==> config.mk <==
export PLATFORM = sky130hd
export DESIGN_NAME = vbedc_error_ctl
export DESIGN_NICKNAME = d
export VERILOG_FILES = /design/src/verilog/vbedc_error_ctl.v
export VERILOG_INCLUDE_DIRS = /design/src /design/src/verilog
export SDC_FILE = /design/constraint.sdc
export NUM_CORES = 1
export LEC_CHECK = 0
export BUFFER_PORTS_ARGS = -buffer_cell sky130_fd_sc_hd__buf_2
export CAP_MARGIN = 10
export CORE_MARGIN = 8
export CORE_UTILIZATION = 45
export CTS_BUF_LIST = sky130_fd_sc_hd__clkbuf_4 sky130_fd_sc_hd__clkbuf_8 sky130_fd_sc_hd__clkbuf_16
export CTS_CLUSTER_DIAMETER = 80
export DETAILED_ROUTE_END_ITERATION = 7
export PLACE_DENSITY = 0.68
export SYNTH_ARGS = -nofsm -noshare
export SYNTH_HDL_FRONTEND = slang
export SYNTH_SLANG_ARGS = --single-unit
==> constraint.sdc <==
create_clock -name clk -period 5.7 [get_ports clk]
set_clock_uncertainty 0.2 [all_clocks]
set_input_delay 0.285 -clock clk [delete_from_list [all_inputs] [get_ports clk]]
set_output_delay 0.285 -clock clk [all_outputs]
set_load 0.05 [all_outputs]
==> src/verilog/vbedc_map.vh <==
// Offsets, fields, resets, codes and timing for the VPW error and delay control
`ifndef VBEDC_MAP_VH
`define VBEDC_MAP_VH

// ----------------------------------------
// Register indices on the CPU port
// ----------------------------------------
`define VBEDC_IDX_DELAY 2'h0
`define VBEDC_IDX_CTRL1 2'h1
`define VBEDC_IDX_SVR   2'h2

// ----------------------------------------
// Reset values and field positions
// ----------------------------------------
`define VBEDC_DELAY_RST 8'h47
`define VBEDC_CTRL1_RST 8'h00
`define VBEDC_BIT_ATE   7
`define VBEDC_BIT_RECEIVE_POLARITY 6
`define VBEDC_BIT_IGNORE_MESSAGE  7
`define VBEDC_BIT_IE    1
`define VBEDC_BIT_LOA   7

// ----------------------------------------
// State vector codes, highest priority first
// ----------------------------------------
`define VBEDC_SV_INV  6'h1C
`define VBEDC_SV_CRC  6'h18
`define VBEDC_SV_TXE  6'h20
`define VBEDC_SV_NONE 6'h00

// ----------------------------------------
// Decoded symbol codes
// ----------------------------------------
`define VBEDC_SYM_D0  3'h0
`define VBEDC_SYM_D1  3'h1
`define VBEDC_SYM_SOF 3'h2
`define VBEDC_SYM_EOD 3'h3
`define VBEDC_SYM_EOF 3'h4
`define VBEDC_SYM_BRK 3'h5
`define VBEDC_SYM_INV 3'h6

// ----------------------------------------
// Timing
// ----------------------------------------
`define VBEDC_CLK_MHZ     50
`define VBEDC_DLY_BASE_US 9
`define VBEDC_SHORT_US    500
`define VBEDC_LOA_US      2000
`define VBEDC_SHORT_CYC   (`VBEDC_SHORT_US * `VBEDC_CLK_MHZ)
`define VBEDC_LOA_CYC     (`VBEDC_LOA_US * `VBEDC_CLK_MHZ)

`endif

==> src/verilog/vbedc_error_ctl.v <==
// VPW link error detection, recovery, delay compensation and ignore control
// Operation
// - Invalid received symbol sets invalid-symbol status
// - EOD/EOF off byte boundary is framing error
// - Active symbol during own EOD is framing
// - Defer transmit while bus held dominant
// - Undriveable SOF: error, abort, await CPU
// - Resume normally once fault clears
// - BREAK raises invalid-symbol; vector read clears
// - After BREAK, await idle then SOF
// - Never drive a BREAK symbol
// - CRC mismatch: CRC condition, await EOF
// - Noise while sending: abort, invalid-symbol
// - Framing error: invalid-symbol, await EOF
// - Supply short: invalid, await EOF, maybe arbitration-loss
// - Own frame error: invalid-symbol, stop sending
// - Ground short: invalid flag, await EOF
// - Delay default 16us, range 9 to 24
// - Delay register writable once, always readable
// - Delay equals 9us plus offset field
// - Transceiver select: 1 on-board, 0 off-chip; the bit only drives txSelect, no on-board path here
// - Receive polarity: 1 true, 0 inverted
// - Ignore bit: drop frame, mask, hold status
// - Ignore bit self-clears on SOF or BREAK
// - Interrupt enable gates persistent requests
`include "vbedc_map.vh"

module vbedc_error_ctl #(
    parameter [19:0] SHORT_CYC = `VBEDC_SHORT_CYC,
    parameter [19:0] LOA_CYC   = `VBEDC_LOA_CYC
)(
    input  wire        clk,
    input  wire        sys_rst,
    input  wire [1:0]  regSel,
    input  wire        regWr,
    input  wire        regRd,
    input  wire [7:0]  regWrData,
    output reg  [7:0]  regRdData,
    input  wire        rxPin,
    input  wire        symStb,
    input  wire [2:0]  symCode,
    input  wire        busIdle,
    input  wire        eodPhase,
    input  wire        crcBad,
    input  wire        txReq,
    input  wire        txBufEmpty,
    input  wire        sofWindowEnd,
    input  wire        txDone,
    output wire        rxData,
    output wire        txStart,
    output wire        txDrive,
    output wire        txAbort,
    output wire        rxSuspend,
    output wire        irq,
    output reg  [10:0] delayCyc,
    output wire        txSelect,
    output wire        lostArb
);

    // ----------------------------------------
    // Constants and helpers
    // ----------------------------------------
    localparam [1:0] TX_IDLE  = 2'h0;
    localparam [1:0] TX_DEFER = 2'h1;
    localparam [1:0] TX_SOF   = 2'h2;
    localparam [1:0] TX_SEND  = 2'h3;
    localparam [7:0] DELAY_RST = `VBEDC_DELAY_RST;

    // Strobed symbol match
    function symHit;
        input       stb;
        input [2:0] code;
        input [2:0] want;
        begin
            symHit = stb & (code == want);
        end
    endfunction

    // Offset code to delay in clock cycles
    function [10:0] dlyCyc;
        input [3:0] bo;
        reg   [10:0] us;
        begin
            us = 11'd`VBEDC_DLY_BASE_US + {7'h00, bo};
            dlyCyc = us * 11'd`VBEDC_CLK_MHZ;
        end
    endfunction

    // ----------------------------------------
    // State
    // ----------------------------------------
    reg  [7:0]  delay_q;
    reg         delayLock_q;
    reg  [7:0]  ctrl1_q;
    reg  [1:0]  tx_q;
    reg  [1:0]  tx_d;
    reg         reqPend_q;
    reg         eofWait_q;
    reg         brkWait_q;
    reg         brkIdle_q;
    reg         rxBusy_q;
    reg  [2:0]  bitCnt_q;
    reg  [19:0] domCnt_q;
    reg         invFlag_q;
    reg         crcFlag_q;
    reg         loa_q;
    reg  [5:0]  vector;
    reg         abortNow;

    wire ignore_message = ctrl1_q[`VBEDC_BIT_IGNORE_MESSAGE];
    wire ie   = ctrl1_q[`VBEDC_BIT_IE];

    // ----------------------------------------
    // Receive path and symbol decode
    // ----------------------------------------
    // Active (dominant) is high after the polarity fix
    assign rxData = delay_q[`VBEDC_BIT_RECEIVE_POLARITY] ? rxPin : ~rxPin;
    // Only the off-chip path exists; bit is passed out as written
    assign txSelect = delay_q[`VBEDC_BIT_ATE];

    wire sSof = symHit(symStb, symCode, `VBEDC_SYM_SOF);
    wire sEod = symHit(symStb, symCode, `VBEDC_SYM_EOD);
    wire sEof = symHit(symStb, symCode, `VBEDC_SYM_EOF);
    wire sBrk = symHit(symStb, symCode, `VBEDC_SYM_BRK);
    wire sInv = symHit(symStb, symCode, `VBEDC_SYM_INV);
    wire sD0  = symHit(symStb, symCode, `VBEDC_SYM_D0);
    wire sD1  = symHit(symStb, symCode, `VBEDC_SYM_D1);

    wire sending  = (tx_q == TX_SEND);
    wire offByte  = rxBusy_q & (bitCnt_q != 3'h0);
    // Own EOD overwritten by an active symbol
    wire eodClash = sending & eodPhase & rxData;
    wire framing  = ((sEod | sEof) & offByte) | eodClash;
    wire rxSymErr = sInv & rxBusy_q;
    // Noise counts from the start-of-frame drive onwards, not only mid-frame
    wire txNoise  = txDrive & sInv;
    wire crcEvt   = crcBad & rxBusy_q;

    // Dominant-length watch for a supply short
    wire shortHit = rxData & (domCnt_q == SHORT_CYC);
    wire loaHit   = rxData & (domCnt_q == LOA_CYC);
    wire gndFault = (tx_q == TX_SOF) & sofWindowEnd & ~rxData;

    // Any cause of the invalid-symbol condition
    wire invEvt = rxSymErr | framing | sBrk | txNoise | shortHit | gndFault;

    // ----------------------------------------
    // Dominant counter, saturating
    // ----------------------------------------
    always @(posedge clk)
    begin
        if (sys_rst)
            domCnt_q <= 20'h0_0000;
        else if (!rxData)
            domCnt_q <= 20'h0_0000;
        else if (domCnt_q != 20'hF_FFFF)
            domCnt_q <= domCnt_q + 20'h0_0001;
    end

    // ----------------------------------------
    // Frame tracking and recovery waits
    // ----------------------------------------
    // eofWait_q ORs its set terms after the clear so a same-cycle event wins; rxBusy_q lets its clear win
    always @(posedge clk)
    begin
        if (sys_rst)
        begin
            eofWait_q <= 1'b0;
            brkWait_q <= 1'b0;
            brkIdle_q <= 1'b0;
            rxBusy_q  <= 1'b0;
            bitCnt_q  <= 3'h0;
        end
        else
        begin
            // Hold off until the frame end after these faults
            eofWait_q <= (eofWait_q & ~sEof) | framing | crcEvt
                       | shortHit | gndFault;
            // BREAK: bus must idle, then a fresh SOF is taken
            if (sBrk)
            begin
                brkWait_q <= 1'b1;
                brkIdle_q <= 1'b0;
            end
            else if (sSof & brkIdle_q)
            begin
                brkWait_q <= 1'b0;
                brkIdle_q <= 1'b0;
            end
            else if (brkWait_q & busIdle)
                brkIdle_q <= 1'b1;
            // Frame in progress; ignored frames are dropped here
            if (sBrk | sEof | framing | crcEvt | (ignore_message & ~sSof))
                rxBusy_q <= 1'b0;
            else if (sSof & (~brkWait_q | brkIdle_q))
                rxBusy_q <= 1'b1;
            if (sSof)
                bitCnt_q <= 3'h0;
            else if (sD0 | sD1)
                bitCnt_q <= bitCnt_q + 3'h1;
        end
    end

    // Receiver is deaf while any recovery wait is open
    assign rxSuspend = ignore_message | eofWait_q | brkWait_q;

    // ----------------------------------------
    // Transmit gate state machine
    // ----------------------------------------
    // No state drives a long dominant pulse, so a BREAK is never sent
    assign txDrive = (tx_q == TX_SOF) | sending;
    // Start only on a passive, idle bus with no recovery pending
    assign txStart = (tx_q == TX_DEFER) & busIdle & ~rxData
                   & ~eofWait_q & ~brkWait_q & ~sBrk;
    assign txAbort = abortNow;

    always @*
    begin
        tx_d = tx_q;
        abortNow = 1'b0;
        case (tx_q)
            TX_IDLE:
            begin
                if (reqPend_q | txReq)
                    tx_d = TX_DEFER;
            end
            TX_DEFER:
            begin
                if (txStart)
                    tx_d = TX_SOF;
            end
            TX_SOF:
            begin
                if (gndFault | sBrk | txNoise)
                begin
                    abortNow = 1'b1;
                    tx_d = TX_IDLE;
                end
                else if (sofWindowEnd)
                    tx_d = TX_SEND;
            end
            TX_SEND:
            begin
                if (txNoise | framing | sBrk)
                begin
                    abortNow = 1'b1;
                    tx_d = TX_IDLE;
                end
                else if (txDone)
                    tx_d = TX_IDLE;
            end
            default:
                tx_d = TX_IDLE;
        endcase
    end

    // An aborted frame drops its request: the CPU must ask again
    always @(posedge clk)
    begin
        if (sys_rst)
        begin
            tx_q      <= TX_IDLE;
            reqPend_q <= 1'b0;
        end
        else
        begin
            tx_q <= tx_d;
            if (txReq)
                reqPend_q <= 1'b1;
            else if (txStart | abortNow)
                reqPend_q <= 1'b0;
        end
    end

    // ----------------------------------------
    // Status flags and state vector
    // ----------------------------------------
    wire svrRd = regRd & (regSel == `VBEDC_IDX_SVR);

    // Highest pending source wins; a read retires the invalid or CRC flag shown, buffer-empty follows txBufEmpty
    always @*
    begin
        if (invFlag_q)
            vector = `VBEDC_SV_INV;
        else if (crcFlag_q)
            vector = `VBEDC_SV_CRC;
        else if (txBufEmpty)
            vector = `VBEDC_SV_TXE;
        else
            vector = `VBEDC_SV_NONE;
    end

    // Ignore mode holds the sticky bits at reset
    always @(posedge clk)
    begin
        if (sys_rst | ignore_message)
        begin
            invFlag_q <= 1'b0;
            crcFlag_q <= 1'b0;
            loa_q     <= 1'b0;
        end
        else
        begin
            invFlag_q <= invEvt | (invFlag_q & ~svrRd);
            crcFlag_q <= crcEvt | (crcFlag_q & ~(svrRd & ~invFlag_q));
            loa_q     <= loaHit | (loa_q & ~svrRd);
        end
    end

    assign lostArb = loa_q;
    // Requests persist until retired; only code 0x20 survives ignore
    assign irq = ie & (vector != `VBEDC_SV_NONE);

    // ----------------------------------------
    // CPU registers
    // ----------------------------------------
    // Delay register takes one write per reset; the lock is not visible
    always @(posedge clk)
    begin
        if (sys_rst)
        begin
            delay_q     <= `VBEDC_DELAY_RST;
            delayLock_q <= 1'b0;
        end
        else if (regWr & (regSel == `VBEDC_IDX_DELAY) & ~delayLock_q)
        begin
            delay_q     <= regWrData;
            delayLock_q <= 1'b1;
        end
    end

    // Software write beats the self-clear in the same cycle
    always @(posedge clk)
    begin
        if (sys_rst)
            ctrl1_q <= `VBEDC_CTRL1_RST;
        else if (regWr & (regSel == `VBEDC_IDX_CTRL1))
            ctrl1_q <= regWrData;
        else if (sSof | sBrk)
            ctrl1_q[`VBEDC_BIT_IGNORE_MESSAGE] <= 1'b0;
    end

    // Expected transceiver delay, registered for timing users
    always @(posedge clk)
    begin
        if (sys_rst)
            delayCyc <= dlyCyc(DELAY_RST[3:0]);
        else
            delayCyc <= dlyCyc(delay_q[3:0]);
    end

    // Read data lands one cycle after the read strobe
    always @(posedge clk)
    begin
        if (sys_rst)
            regRdData <= 8'h00;
        else if (regRd)
        begin
            case (regSel)
                `VBEDC_IDX_DELAY: regRdData <= delay_q;
                `VBEDC_IDX_CTRL1: regRdData <= ctrl1_q;
                `VBEDC_IDX_SVR:   regRdData <= {loa_q, 1'b0, vector};
                default:          regRdData <= 8'h00;
            endcase
        end
    end

endmodule

==> results.tsv, run 1 <==
metric	value	unit
status	finished clean	
synthesis.nets	463	
multi_input_area	2030	µm²
crit_required	5.70	ns
hold_viol_final	0	
worst_pin_slew	0.865	ns
wl_met1	3740	µm
hpwl	5950	µm
synth_top_cell_area_share	38.5	%
io-pin-count	53	
r2r_start	delay_q[0]	
cp_top_family	adder cells	
via_per_inst	5.37	
drtAntennaViolNets	0	
die_w	105	µm
io_buffer_count	51	
timing.final.ws_setup	2.59	ns
crit_type	flop to flop	
syn_inst	415	
min_period	3.11	ns
gp_congestion	0.899	
cts_tree	built	
cts_root_buffer	clkbuf_8	
synth_seq_cells	68	
clock_latency	0.35	ns
ys_warn_count	0	
route.met3.wl	406	µm
post-route-period-util	54.5	%
dp_slack	2.63	ns
clk_path_buf_depth	2	
placed_area	3830	µm²
reg2reg_slack	2.59	ns
wl_per_cell	14.1	µm
p_leak	1.69	nW
clkTransAtPathRegs	0.08	ns
seq_area	1360	µm²
fillers	712	
numClockSinks	68	
grt_max_degree	39	
numCtsBuffers	9	
drcViolationCount	0	
first_global_vias	3072	
dr.max_layer_used	met4	
fmax	0.322	GHz
crit_top_cell	ha_1	
synth-edff-count	0	
start_kind	flop	
met2_wirelength	3830	µm
max_stage_delay	0.47	ns
synthDistinctLibCells	57	
worstRegToRegCells	12	
ctsResizeCount	0	
die_y	105	µm
crit_slowest_cell	dfxtp_1	
cp_cell_sequence	nand3_1 > xnor2_1 > inv_1 > ha_1 > ha_1 > ha_1 > ha_1 > nand2_1 > o21bai_1 > a21oi_1 > xnor2_1 > nor2_1	
hold_start	txReq	
grt_pass1_wl	14000	µm
vias	3084	
relSlewSlack	42.2	%
grt_antenna_before_repair	0	
grt_overflow_total	0	
fin_area	4130	µm²
synth_ff_type	dfxtp_1	
start_util	46.2	%
setup_viol	0	
cp.arrival	3.11	ns
avgSynthCellArea	8.51	µm²
drt_first_pass_iters	4	
cellPowerDensity	284	nW/µm²
yosysSeqAreaShare	38.5	%
drtIter0Drc	117	
core_area	7650	µm²
area_delta_synth_final	16.9	%
r2r_end	delayCyc[10]	
wirelength	8110	µm
drive_above_1_share	16.7	%
die_area	10900	µm²
diodes	0	
path_max_fanout	8	
cts_setup_buffers	0	
worstSetupEndpointType	flop	
ys_top_cells_by_area	dfxtp_1 39%, ha_1 7.4%, nor2_1 6.9%, mux2i_1 5.4%, xor2_1 4.5%	
crit_buf_inv	1	
ir_worst_vdd	0.000162	V
report.final.slew_viol_count	0	
tns	0	ns
maxCapViolations	0	
synth_area	3530	µm²
worstHoldPathCells	3	
rows	32	
num-nets-final	516	
holdPathEnd	reqPend_q	
synthArstFlopShare	0	%
rsz0062_at_grt	no	
hold_path_class	input pin to flop	
grtUsageTotal	15.1	%
synth.largest_area_cell	dfxtp_1	
post_cts_hold_buffer_count	8	
htreeDepth	3	
-- worst max-delay path by stage --
stage / startpoint / slack [ns] / depth (start not counted) / end
after global placement: delay_q[0] / 2.74 / 12 / delayCyc[10]
after floorplan: delay_q[0] / 2.77 / 13 / delayCyc[10]
final: delay_q[0] / 2.59 / 12 / delayCyc[10]
after detailed placement: delay_q[0] / 2.63 / 12 / delayCyc[10]
after global routing: delay_q[0] / 2.33 / 12 / delayCyc[10]
after CTS: delay_q[0] / 2.60 / 12 / delayCyc[10]
-- registers in the layout, summed over array words and instances (netlist names), 2 cells and up --
signal,cells
bitCnt_q,3
ctrl1_q,8
delayCyc,10
delay_q,8
domCnt_q,20
regRdData,8
tx_q,2
-- tightest hold or removal path, stage by stage --
cell and delay [ns]:
buf_2 0.11, inv_1 0.06, a221oi_1 0.07
-- final cells by class --
type                    instances  share of cell area (%)
clock buffers                   9                    3.00
clock inverters                 6                    2.18
inverters                      15                    1.36
multi-input cells             315                    49.3
flip-flops and latches         68                    33.0
well taps                     102                    3.09
repair buffers                 59                    8.12
-- cell usage after synthesis (8+ instances only) --
cell type	instances
a211oi_1	8
a21oi_1	29
clkbuf_1	9
dfxtp_1	68
ha_1	21
inv_1	14
mux2i_1	19
nand2_1	34
nand2b_1	11
nand3_1	20
nor2_1	65
o21ai_0	8
xnor2_1	8
xor2_1	18
-- stage by stage --
step / hold slack (ns) / power (mW) / cells / util (%)
floorplan: 0.213 / 0.697 / 415 / -
global placement: 0.242 / 0.749 / 551 / 50.1
detailed placement: 0.249 / 0.752 / 551 / 50.1
CTS: 0.0276 / 1.19 / 574 / 54.0
global route: 0.0433 / 1.24 / 574 / 54.0
finish: 0.0379 / 1.17 / 574 / 54.0
-- cell usage in the layout, fill, tap and decap left out, types with 3 or more instances in the layout --
master         instances
nor2b_1                5
nor3_1                 7
nand3_1               20
a21oi_1               29
mux2i_1               19
dlygate4sd3_1          8
nor4_1                 6
and3_1                 6
dfxtp_1               68
xor2_1                18
nand4_1                5
nand2_1               34
nand2b_1              11
clkbuf_8               9
o211ai_1               4
inv_1                 14
ha_1                  21
buf_2                 51
o2111ai_1              4
nor2_1                65
xnor2_1                8
a211oi_1               8
o21ai_0                8
a221oi_1               3
-- logic make-up (layout without fill, tap and decap cells) --
family / Yosys count / count (layout) / synth area share [%]
fa+ha+maj: 22 / 22 / 8.01
mux: 19 / 19 / 5.38
simple gates: 176 / 176 / 24.5
other cells: 1 / 1 / 0.106
flops: 68 / 68 / 38.5
buf+inv: 32 / 89 / 3.86
xor+xnor: 26 / 26 / 6.45
compound gates: 71 / 71 / 13.1
-- per-layer routing --
metal / track usage, % / up-vias
met5: 0 / -
met2: 25.2 / 78
met4: 4.59 / 0
met3: 4.48 / 12
met1: 18.4 / 1441
li1: - / 1553
-- report_power, final --
part	leakage (nW)	switching, mW	internal (mW)	total, mW
combinational	1.03	0.150	0.0768	0.227
sequential	0.554	0.0183	0.499	0.517
clock	0.105	0.186	0.244	0.430
total	1.69	0.354	0.820	1.17
No activity file was read; power rests on OpenSTA's default activity.
==> run 2, diff against run 1 <==
==> constraint.sdc (replaced) <==
create_clock -name clk -period 3 [get_ports clk]
set_clock_uncertainty 0.2 [all_clocks]
set_input_delay 0.15 -clock clk [delete_from_list [all_inputs] [get_ports clk]]
set_output_delay 0.15 -clock clk [all_outputs]
set_load 0.05 [all_outputs]
==> results.tsv, run 2 (synthesized netlist as in run 1, its figures left out) <==
metric	value	unit	change
status	finished clean		
placed_area	3880	µm²	+1.2%
numClockSinks	68		unchanged
clock_latency	0.34	ns	about the same
cellPowerDensity	551	nW/µm²	+94%
clk_path_buf_depth	2		unchanged
crit_buf_inv	0		-1
grtUsageTotal	15.7	%	+0.55 points
first_global_vias	3153		+2.6%
final_common_cell	dfxtp_1		
cts_tree	built		
grt_antenna_before_repair	0		unchanged
final_cell_mix	66 x dfxtp_1, 65 x nor2_1, 51 x buf_2, 34 x nand2_1, 28 x a21oi_1		
vias	3141		+1.8%
cp_cell_sequence	ha_1 > a21o_1 > ha_1 > ha_1 > ha_1 > ha_1 > nand2_1 > o21bai_1 > a21oi_2 > xnor2_1 > nor2_1		
cp.arrival	2.89	ns	-0.22 ns
crit_slowest_cell	dfxtp_4		
start_kind	flop		
core_area	7650	µm²	unchanged
grt_max_degree	38		-2.6%
wl_per_cell	14.5	µm	+2.5%
start_util	46.2	%	unchanged
relSlewSlack	56.1	%	+14 points
crit_required	3.02	ns	-2.68 ns
worstSetupEndpointType	flop		
crit_type	flop to flop		
ir_worst_vdd	0.000363	V	+120%
area_delta_synth_final	21.4	%	
drcViolationCount	0		unchanged
die_w	105	µm	unchanged
drtAntennaViolNets	0		unchanged
crit_top_cell	ha_1		
hold_path_class	input pin to flop		
max_stage_delay	0.37	ns	-0.10 ns
drtIter0Drc	115		-1.7%
p_seq_share	41.6	%	-2.5 points
internal-power	1.67	mW	+100%
diodes	0		unchanged
power_frac_comb	19.1	%	-0.2 points
grt_overflow_total	0		unchanged
clkTransAtPathRegs	0.08	ns	about the same
hold_viol_final	0		unchanged
drive_above_1_share	18.8	%	+2.0 points
num-nets-final	528		+2.3%
rows	32		unchanged
pwr-share-clk	39.3	%	+2.7 points
worst_pin_slew	0.657	ns	-0.208 ns
cp_top_family	adder cells		
cts_root_buffer	clkbuf_8		
path_max_fanout	6		-2
fmax	0.348	GHz	+8.1%
power.switching	0.691	mW	+95%
p_leak	1.77	nW	+4.4%
report.final.slew_viol_count	0		unchanged
via_per_inst	5.35		-0.41%
maxCapViolations	0		unchanged
htreeDepth	3		unchanged
grt_pass1_wl	14400	µm	+3.5%
die_y	105	µm	unchanged
regMostFlops	domCnt_q		
die_area	10900	µm²	unchanged
p_sw_share	29.3	%	-0.87 points
drt_first_pass_iters	4		unchanged
io-pin-count	53		unchanged
rsz0062_at_grt	no		
wirelength	8510	µm	+4.8%
largest_register_ffs	20		unchanged
io_buffer_count	51		unchanged
reg.largest.list	domCnt_q x20, delayCyc x10		
gp_congestion	0.839		-6.6%
fin_area	4290	µm²	+3.8%
min_period	2.87	ns	-0.232 ns
post-route-period-util	95.8	%	+41 points
tns	0	ns	unchanged
hpwl	6150	µm	+3.4%
fillers	718		+0.84%
holdWs	0.0134	ns	-0.0245 ns
setup_viol	0		unchanged
numCtsBuffers	9		unchanged
## run 2: cell count changes in the layout (fill, tap and decap cells not counted), sizes merged
cell	before	now
dlygate4sd3	8	14
buf	51	57
inv	14	15
bufinv	2	3
clkinv	4	2
clkbuf	9	10
## run 2: worst reg2reg max path: stages (launching register included)
cell and delay (ns):
dfxtp_4 0.37, ha_1 0.23, a21o_1 0.22, ha_1 0.28, ha_1 0.30, ha_1 0.30, ha_1 0.31, nand2_1 0.08
o21bai_1 0.19, a21oi_2 0.08, xnor2_1 0.15, nor2_1 0.05
## run 2: path summary, 6_finish.rpt
check | depth (start not counted) | startpoint | end | slack, ns
max | 11 | delay_q[0] | delayCyc[10] | 0.13
min | 3 | regRd | regRdData[5] | 0.01
max reg2reg | 11 | delay_q[0] | delayCyc[10] | 0.13
min reg2reg | 2 | ctrl1_q[2] | ctrl1_q[2] | 0.26
## run 2: final cells by class
cell class,instances,area (µm²),share of cell area [%]
well taps,102,128,2.98
repair buffers,71,440,10.3
flip-flops and latches,68,1370,31.9
clock buffers,10,131,3.06
multi-input cells,315,2050,47.8
clock inverters,6,111,2.60
inverters,15,56.3,1.31
## run 2: what timing repair did
item | in CTS | in global routing
pin swaps | 0 | 3
setup endpoints to repair | 1 | 2
hold endpoints to repair | 22 | 0
buffers inserted | 0 | 0
hold buffers | 14 | 0
gates cloned | 0 | 0
gates resized for setup | 1 | 6
## run 2: per-stage QoR
| step | power (mW) | util, % | setup slack (ns) | std cells |
|---|---|---|---|---|
| after floorplan | 1.32 | - | 0.0680 | 415 |
| after global placement | 1.43 | 50.7 | 0.182 | 557 |
| after detailed placement | 1.44 | 50.7 | 0.0602 | 557 |
| after CTS | 2.38 | 55.8 | 0.0178 | 587 |
| after global routing | 2.47 | 56.1 | 0.0120 | 587 |
| final | 2.36 | 56.1 | 0.126 | 587 |
## run 2: per-layer routing
layer	part of all wire, %	global-route usage (%)	vias to the layer above	wire [µm]
li1	-	-	1581	-
met2	49	27.2	61	4170
met1	45	18.0	1489	3840
met3	4.5	5.04	10	381
met4	1.3	4.49	0	110
met5	0	0	-	0
## run 2: power groups by stage
stage | Clock (mW) | Sequential [mW] | Combinational, mW
floorplan | 0 | 1.08 | 0.244
global placement | 0 | 1.00 | 0.429
detailed placement | 0 | 1.00 | 0.435
CTS | 0.948 | 0.982 | 0.451
global route | 0.990 | 0.988 | 0.494
finish | 0.928 | 0.981 | 0.451
